--- src/tsc_regs.vh ---
`ifndef TSC_REGS_VH
`define TSC_REGS_VH
// ==========================================
// Register offsets (byte addresses in hub MMIO space)
`define TSC_ADDR_W            16
`define TSC_OFF_CONTROL       16'h1041
`define TSC_OFF_STATUS        16'h1044
`define TSC_OFF_READING       16'h1046
// ==========================================
// Control register fields
`define TSC_CTL_ENABLE_BIT    15
`define TSC_CTL_HYST_HI       13
`define TSC_CTL_HYST_LO       10
`define TSC_CTL_SEM_BIT       8
`define TSC_CTL_RESET         16'h0000
// ==========================================
// Status register fields
`define TSC_STS_VALID_BIT     10
`define TSC_STS_CAT_BIT       5
`define TSC_STS_HOT_BIT       4
`define TSC_STS_AUX_HI        3
`define TSC_STS_AUX_LO        0
`define TSC_STS_RESET         16'h0000
// ==========================================
// Lock register field
`define TSC_LOCK_BIT          7
// ==========================================
// Sizes
`define TSC_TEMP_W            8
`define TSC_HYST_W            4
`define TSC_NUM_TRIPS         6
`define TSC_READING_RESET     8'hFF
`endif

--- src/tsc_trip_cmp.v ---
`timescale 1ns/1ps
`default_nettype none
// ==========================================
// One trip comparator with hysteresis
module tsc_trip_cmp #(
  parameter TEMP_W = 8,
  parameter HYST_W = 4
) (
  input  wire              clk_in,
  input  wire              sys_rst_in,
  input  wire              enable_in,
  input  wire [TEMP_W-1:0] temp_in,
  input  wire [TEMP_W-1:0] thresh_in,
  input  wire [HYST_W-1:0] hyst_in,
  output wire              trip_out
);
  reg              trip_q;
  reg              trip_d;
  reg [TEMP_W:0]   limit;

  // Widened by one bit so threshold plus offset cannot wrap
  always @* begin
    limit = {1'b0, thresh_in};
    if (trip_q && (hyst_in != {HYST_W{1'b0}})) begin
      limit = {1'b0, thresh_in} + {{(TEMP_W+1-HYST_W){1'b0}}, hyst_in};
    end
    trip_d = enable_in && ({1'b0, temp_in} > limit);
  end

  always @(posedge clk_in) begin
    if (sys_rst_in) begin
      trip_q <= 1'b0;
    end else begin
      trip_q <= trip_d;
    end
  end

  assign trip_out = trip_q;
endmodule // tsc_trip_cmp
`default_nettype wire

--- src/tsc_sync2.v ---
`timescale 1ns/1ps
`default_nettype none
// ==========================================
// Two-flop level synchroniser
module tsc_sync2 #(
  parameter W = 1
) (
  input  wire         clk_in,
  input  wire         sys_rst_in,
  input  wire [W-1:0] async_in,
  output wire [W-1:0] sync_out
);
  reg [W-1:0] meta_q;
  reg [W-1:0] sync_q;

  always @(posedge clk_in) begin
    if (sys_rst_in) begin
      meta_q <= {W{1'b0}};
      sync_q <= {W{1'b0}};
    end else begin
      meta_q <= async_in;
      sync_q <= meta_q;
    end
  end

  assign sync_out = sync_q;
endmodule // tsc_sync2
`default_nettype wire

--- src/tsc_thermal_ctrl.v ---
// Function
// - Control bit 15 powers the sensor when 1 and disables it when 0.
// - Once lock bit 7 is set, writes to the power enable bit are ignored.
// - A hysteresis field of zero adds no offset to any trip threshold.
// - A nonzero hysteresis N adds N steps to each threshold whose trip is asserted.
// - After reset the first semaphore read returns 0 and later reads return 1.
// - Writing 1 to the semaphore makes the next read 0; writing 0 does nothing.
// - Status bit 10 reads 1 only when the thermometer has converged on a reading.
// - The valid bit reads 0 when thermometer mode is off, out of range, or converting.
// - Status bit 5 reads 1 while temperature is above the catastrophic threshold.
// - The status register is read-only and shows live trip and valid conditions.
// - Status bit 4 reads 1 while temperature is above the hot threshold.
// - Status bits 3 to 0 read 1 while temperature is above aux thresholds 3 to 0.
// - The 8-bit reading is straight binary and tracks temperature only while valid.
`timescale 1ns/1ps
`default_nettype none
`include "tsc_regs.vh"
module tsc_thermal_ctrl #(
  parameter TEMP_W = `TSC_TEMP_W,
  parameter HYST_W = `TSC_HYST_W
) (
  input  wire                       clk_in,
  input  wire                       sys_rst_in,
  // Register port
  input  wire [`TSC_ADDR_W-1:0]     reg_addr_in,
  input  wire                       reg_wr_in,
  input  wire                       reg_rd_in,
  input  wire [15:0]                reg_wdata_in,
  output reg  [15:0]                reg_rdata_out,
  output wire                       reg_ack_out,
  // Lock register bit 7, from the thermal lock register
  input  wire                       lock_in,
  // Trip thresholds, programmed elsewhere
  input  wire [TEMP_W-1:0]          cat_thresh_in,
  input  wire [TEMP_W-1:0]          hot_thresh_in,
  input  wire [4*TEMP_W-1:0]        aux_thresh_in,
  // Analog sensor front end, asynchronous
  input  wire [TEMP_W-1:0]          sensor_temp_in,
  input  wire                       sensor_conv_done_in,
  input  wire                       sensor_in_range_in,
  output wire                       sensor_power_enable_out,
  output wire [HYST_W-1:0]          hysteresis_amount_out,
  output wire [TEMP_W-1:0]          temperature_reading_out,
  output wire [15:0]                status_out
);
  // ==========================================
  // Control state
  reg              sensor_power_enable_q;
  reg [HYST_W-1:0] hysteresis_amount_q;
  reg              ownership_semaphore_q;
  reg [TEMP_W-1:0] temperature_reading_q;
  reg [TEMP_W-1:0] temp_hold_q;
  reg              valid_q;

  wire wr_ctl = reg_wr_in && (reg_addr_in == `TSC_OFF_CONTROL);
  wire rd_ctl = reg_rd_in && (reg_addr_in == `TSC_OFF_CONTROL);

  always @(posedge clk_in) begin
    if (sys_rst_in) begin
      sensor_power_enable_q <= 1'b0;
      hysteresis_amount_q   <= {HYST_W{1'b0}};
      ownership_semaphore_q <= 1'b0;
    end else begin
      if (wr_ctl && !lock_in) begin
        sensor_power_enable_q <= reg_wdata_in[`TSC_CTL_ENABLE_BIT];
      end
      if (wr_ctl) begin
        hysteresis_amount_q <= reg_wdata_in[`TSC_CTL_HYST_HI:`TSC_CTL_HYST_LO];
      end
      // Release on write wins over a read in the same cycle
      if (wr_ctl && reg_wdata_in[`TSC_CTL_SEM_BIT]) begin
        ownership_semaphore_q <= 1'b0;
      end else if (rd_ctl) begin
        ownership_semaphore_q <= 1'b1;
      end
    end
  end

  // ==========================================
  // Sensor input crossing
  wire [TEMP_W-1:0] temp_s;
  wire              done_s;
  wire              range_s;

  tsc_sync2 #(.W(TEMP_W + 2)) u_sync (
    .clk_in     (clk_in),
    .sys_rst_in (sys_rst_in),
    .async_in   ({sensor_temp_in, sensor_conv_done_in, sensor_in_range_in}),
    .sync_out   ({temp_s, done_s, range_s})
  );

  // Temperature bus must hold still for two samples before it is taken as a reading,
  // since bits of a multi-bit bus may cross on different edges
  wire temp_stable = (temp_s == temp_hold_q);
  wire valid_d     = sensor_power_enable_q && done_s && range_s && temp_stable;

  always @(posedge clk_in) begin
    if (sys_rst_in) begin
      temp_hold_q           <= {TEMP_W{1'b0}};
      valid_q               <= 1'b0;
      temperature_reading_q <= `TSC_READING_RESET;
    end else begin
      temp_hold_q <= temp_s;
      valid_q     <= valid_d;
      if (valid_d) begin
        temperature_reading_q <= temp_s;
      end
    end
  end

  // ==========================================
  // Trip comparators: aux0..aux3, hot, catastrophic
  wire [`TSC_NUM_TRIPS-1:0]        trips;
  wire [`TSC_NUM_TRIPS*TEMP_W-1:0] thresholds = {cat_thresh_in, hot_thresh_in, aux_thresh_in};

  genvar gi;
  generate
    for (gi = 0; gi < `TSC_NUM_TRIPS; gi = gi + 1) begin : g_trip
      tsc_trip_cmp #(.TEMP_W(TEMP_W), .HYST_W(HYST_W)) u_cmp (
        .clk_in     (clk_in),
        .sys_rst_in (sys_rst_in),
        .enable_in  (sensor_power_enable_q),
        .temp_in    (temp_s),
        .thresh_in  (thresholds[gi*TEMP_W +: TEMP_W]),
        .hyst_in    (hysteresis_amount_q),
        .trip_out   (trips[gi])
      );
    end
  endgenerate

  // ==========================================
  // Register views
  reg [15:0] ctl_view;
  reg [15:0] sts_view;

  always @* begin
    ctl_view = `TSC_CTL_RESET;
    ctl_view[`TSC_CTL_ENABLE_BIT] = sensor_power_enable_q;
    ctl_view[`TSC_CTL_HYST_HI:`TSC_CTL_HYST_LO] = hysteresis_amount_q;
    ctl_view[`TSC_CTL_SEM_BIT] = ownership_semaphore_q;
    sts_view = `TSC_STS_RESET;
    sts_view[`TSC_STS_VALID_BIT] = valid_q;
    sts_view[`TSC_STS_CAT_BIT] = trips[5];
    sts_view[`TSC_STS_HOT_BIT] = trips[4];
    sts_view[`TSC_STS_AUX_HI:`TSC_STS_AUX_LO] = trips[3:0];
  end

  // Status has no write path at all
  always @(posedge clk_in) begin
    if (sys_rst_in) begin
      reg_rdata_out <= 16'h0000;
    end else if (reg_rd_in) begin
      case (reg_addr_in)
        `TSC_OFF_CONTROL: reg_rdata_out <= ctl_view;
        `TSC_OFF_STATUS:  reg_rdata_out <= sts_view;
        `TSC_OFF_READING: reg_rdata_out <= {{(16-TEMP_W){1'b0}}, temperature_reading_q};
        default:          reg_rdata_out <= 16'h0000;
      endcase
    end
  end

  reg ack_q;
  always @(posedge clk_in) begin
    if (sys_rst_in) begin
      ack_q <= 1'b0;
    end else begin
      ack_q <= reg_rd_in || reg_wr_in;
    end
  end

  assign reg_ack_out             = ack_q;
  assign sensor_power_enable_out = sensor_power_enable_q;
  assign hysteresis_amount_out   = hysteresis_amount_q;
  assign temperature_reading_out = temperature_reading_q;
  assign status_out              = sts_view;
endmodule // tsc_thermal_ctrl
`default_nettype wire

--- config.mk ---
export PLATFORM = sky130hd
export DESIGN_NAME = tsc_thermal_ctrl
export DESIGN_NICKNAME = d
export VERILOG_FILES = /design/src/tsc_trip_cmp.v /design/src/tsc_sync2.v /design/src/tsc_thermal_ctrl.v
export VERILOG_INCLUDE_DIRS = /design/src
export SDC_FILE = /design/constraint.sdc
export NUM_CORES = 1
export LEC_CHECK = 0
export BUFFER_PORTS_ARGS = -buffer_cell sky130_fd_sc_hd__clkbuf_2
export CELL_PAD_IN_SITES_DETAIL_PLACEMENT = 1
export CELL_PAD_IN_SITES_GLOBAL_PLACEMENT = 1
export CORE_ASPECT_RATIO = 1.75
export CORE_MARGIN = 3
export CORE_UTILIZATION = 42
export DETAILED_ROUTE_END_ITERATION = 7
export PLACE_DENSITY_LB_ADDON = 0.08
export RECOVER_POWER = 50
export SYNTH_ARGS = -nofsm -noshare
export SYNTH_HDL_FRONTEND = slang
export SYNTH_SLANG_ARGS = --single-unit
--- constraint.sdc ---
create_clock -name clk_in -period 6.6 [get_ports clk_in]
set_clock_uncertainty 0.1 [all_clocks]
set_input_delay 1.32 -clock clk_in [delete_from_list [all_inputs] [get_ports clk_in]]
set_output_delay 1.32 -clock clk_in [all_outputs]
set_load 0.005 [all_outputs]
==> impl_results.md <==
- Status: complete, but fails checks
- Failing checks: max-capacitance violations, max-slew violations
- LEAKAGE: 2.76 nW
- Post-cts sizing count: 0
- Cts bufs inserted: 9
- First drt pass iteration count: 4
- Syn. warnings: 0
- # Max-Cap Violations: 1
- Gr ovfl total: 0
- Clock root buffer: clkbuf_16
- Startpoint Class: input pin
- P&R area growth vs syn: 18.8%
- Number of flops mapped to enable cells by yosys: 0
- Final setup violating endpoints: 0
- Vias in the first global route: 4679
- Worst setup margin: 2780 ps
- Count of final hold-check violations: 0
- Comb pwr share: 0.123
- N_diodes: 0
- Post-Route WL: 14400 um
- Setup TNS: 0 ps
- Worst path arrival time: 3930 ps
- GPL Wtd Cong: 0.808
- Least-Margin Pin Slew: 2150 ps
- H-tree depth: 3
- Worst path slowest cell: fa_1
- Post-CTS Setup Repair Bufs: 0
- CTS tree: done
- Sequential Area: 1280 sq um
- Via count: 4452
- Sw Pwr: 0.262 mW
- Bufs on Longest Clock Path: 2
- Data required, critical path: 6710 ps
- Mean post-synth cell area: 8.79 sq um
- Die footprint: 13000 sq um
- Die Span Y: 148 um
- CP Max Fanout: 3
- Primary FF master, synth: dfxtp_1
- Vias/cell: 5.56
- Rel. slew slack: -0.433
- Hold-fix buffers at CTS: 0
- Final Power: 1.05 mW
- Internal Power: 0.791 mW
- Final Net Count: 837
- Worst hold start: u_sync.meta_q[8]$_SDFF_PP0_
- Crit Path Category: input pin to flip-flop
- Cell Rows: 51
- Synthesized instance count: 554
- Share of layout cells above drive strength 1: 0.203
- Unique masters post-synth: 53
- Most common cell after layout, fill and taps aside: clkbuf_2
- Post-synthesis async set-or-reset flop share: 0
- Final design utilization: 0.515
- Clk slew on worst S/H paths: 60 ps
- Sw Share: 0.249
- Die Width: 87.4 um
- Most frequent cells in the layout: clkbuf_2 (108), ha_1 (72), dfxtp_1 (64)
- Hold Crit Class: flip-flop to flip-flop
- Starting Density: 0.433
- Slew Viols, Final: 53
- Post-DP HPWL: 11300 um
- Initial antenna violation count: 0
- Post-synthesis sequential area ratio: 0.263
- Worst vdd ir: 191 uV
- Avg WL per Cell: 18.0 um
- Tcrit/Tclk final: 0.579
- Fmax: 0.262 GHz
- 1st-iter DRT viols: 86
- First-pass GRT wire length: 22400 um
- #FFs+latches synth: 64
- Mapped Area: 4870 sq um
- Clk_lat worst skew: 330 ps
- Crit path time final: 3820 ps
- PwrDens: 182 nW/um^2
- Reg2reg start: hysteresis_amount_out[1]$_SDFFE_PP0P_
- Final ANT Viol Nets: 0
- Largest net degree at the start of global routing: 53
- Worst Setup SP: aux_thresh_in[8]
- Sequential cell fraction of total power: 0.383
- Hold WS: 340 ps
- Power share of the clock group: 0.494
- Unrepaired setup endpoints after global routing: no
- # IOs: 141
- Multi-input logic area: 3320 sq um
- Core ar.: 11200 sq um
- Crit-path max cell delay: 380 ps
- # clock sinks: 64
- Drt drc: 0
- Fill cells: 1378
- IO buf count: 119
- GRT Total Usage: 0.223
- Pre-CTS setup slack: 2500 ps
- CP Cell Sequence: clkbuf_2, ha_1, inv_1, fa_1, nor2b_1, o21ai_0, a21oi_1, nand3_1, xor2_1, ha_1, nand3_1, a21oi_1, a211oi_1, a2111oi_0
- CP endpoint kind: flip-flop
## critical path, delay by kind of cell
kind	cells	cell delay, ps
XOR/XNOR	1	170
AND/OR/NAND/NOR	3	410
buffers and inverters	2	150
adder cells (fa/ha/maj)	3	880
AO/OA/AOI/OAI	5	990
## power groups by stage
stage / logic [mW] / registers (mW) / clock network [mW]
2_1_floorplan: 0.0818 / 0.407 / 0
3_3_place_gp: 0.121 / 0.411 / 0
3_5_place_dp: 0.129 / 0.412 / 0
4_1_cts: 0.131 / 0.404 / 0.527
5_1_grt: 0.148 / 0.404 / 0.544
6_report: 0.129 / 0.403 / 0.520
## cell usage after synthesis, types with 12 or more instances
cell type | count | area [sq um]
dfxtp_1 | 64 | 1280
xor2_1 | 12 | 105
a21oi_1 | 45 | 225
xnor2_1 | 26 | 228
nor2_1 | 47 | 176
ha_1 | 72 | 901
nand2_1 | 22 | 82.6
nand3_1 | 19 | 95.1
a21o_1 | 18 | 135
inv_1 | 29 | 109
o21ai_0 | 14 | 70.1
buf_4 | 18 | 135
nor2b_1 | 46 | 288
## path summary, 6_finish.rpt
kind                                              end  slack, ps  depth (start not counted)
hold / removal          u_sync.sync_out[8]$_SDFF_PP0_        340                          1
setup reg to reg  g_trip[1].u_cmp.trip_out$_SDFF_PP0_       2840                         12
setup / recovery  g_trip[1].u_cmp.trip_out$_SDFF_PP0_       2780                         14
hold reg to reg         u_sync.sync_out[8]$_SDFF_PP0_        340                          1
## logic make-up (layout without fill, tap and decap cells)
logic type               Yosys count  in the layout  synth area share
buffers and inverters             59            164            0.0630
other                              1             11          0.000770
XOR/XNOR                          38             38            0.0684
AND/OR/NAND/NOR                  176            176             0.194
flip-flops                        64             64             0.263
AO/OA/AOI/OAI                    121            121             0.164
adder cells (fa/ha/maj)           78             78             0.210
multiplexers                      17             17            0.0365
## sequential cells by signal, indices dropped and copies added (netlist names)
| register | count |
|---|---|
| u_sync.sync_out | 10 |
| g_trip.u_cmp.trip_out | 6 |
| temp_hold_q | 8 |
| temperature_reading_out | 8 |
| ownership_semaphore_q | 1 |
| reg_ack_out | 1 |
| valid_q | 1 |
| u_sync.meta_q | 10 |
| hysteresis_amount_out | 4 |
| sensor_power_enable_out | 1 |
| reg_rdata_out | 14 |
## per-stage QoR
stage / instance area [sq um] / std cells
floorplan: 4910 / 564
global placement: 5470 / 785
detailed placement: 5470 / 785
CTS: 5800 / 801
global route: 5780 / 801
finish: 5780 / 801
## layer usage
layer / global-route usage / wire length, um / part of all wire
met3: 0.0333 / 585 / 0.041
met2: 0.429 / 7870 / 0.55
met5: 0 / 0 / 0
met4: 0.0653 / 261 / 0.018
met1: 0.242 / 5670 / 0.39
## area by class of cell
cell class | instances | area share
clock inverters | 7 | 0.0177
multi-input cells | 441 | 0.574
inverters | 29 | 0.0188
well taps | 132 | 0.0286
repair buffers | 119 | 0.101
clock buffers | 9 | 0.0389
flip-flops and latches | 64 | 0.222
(Power assumes the default switching activity.)
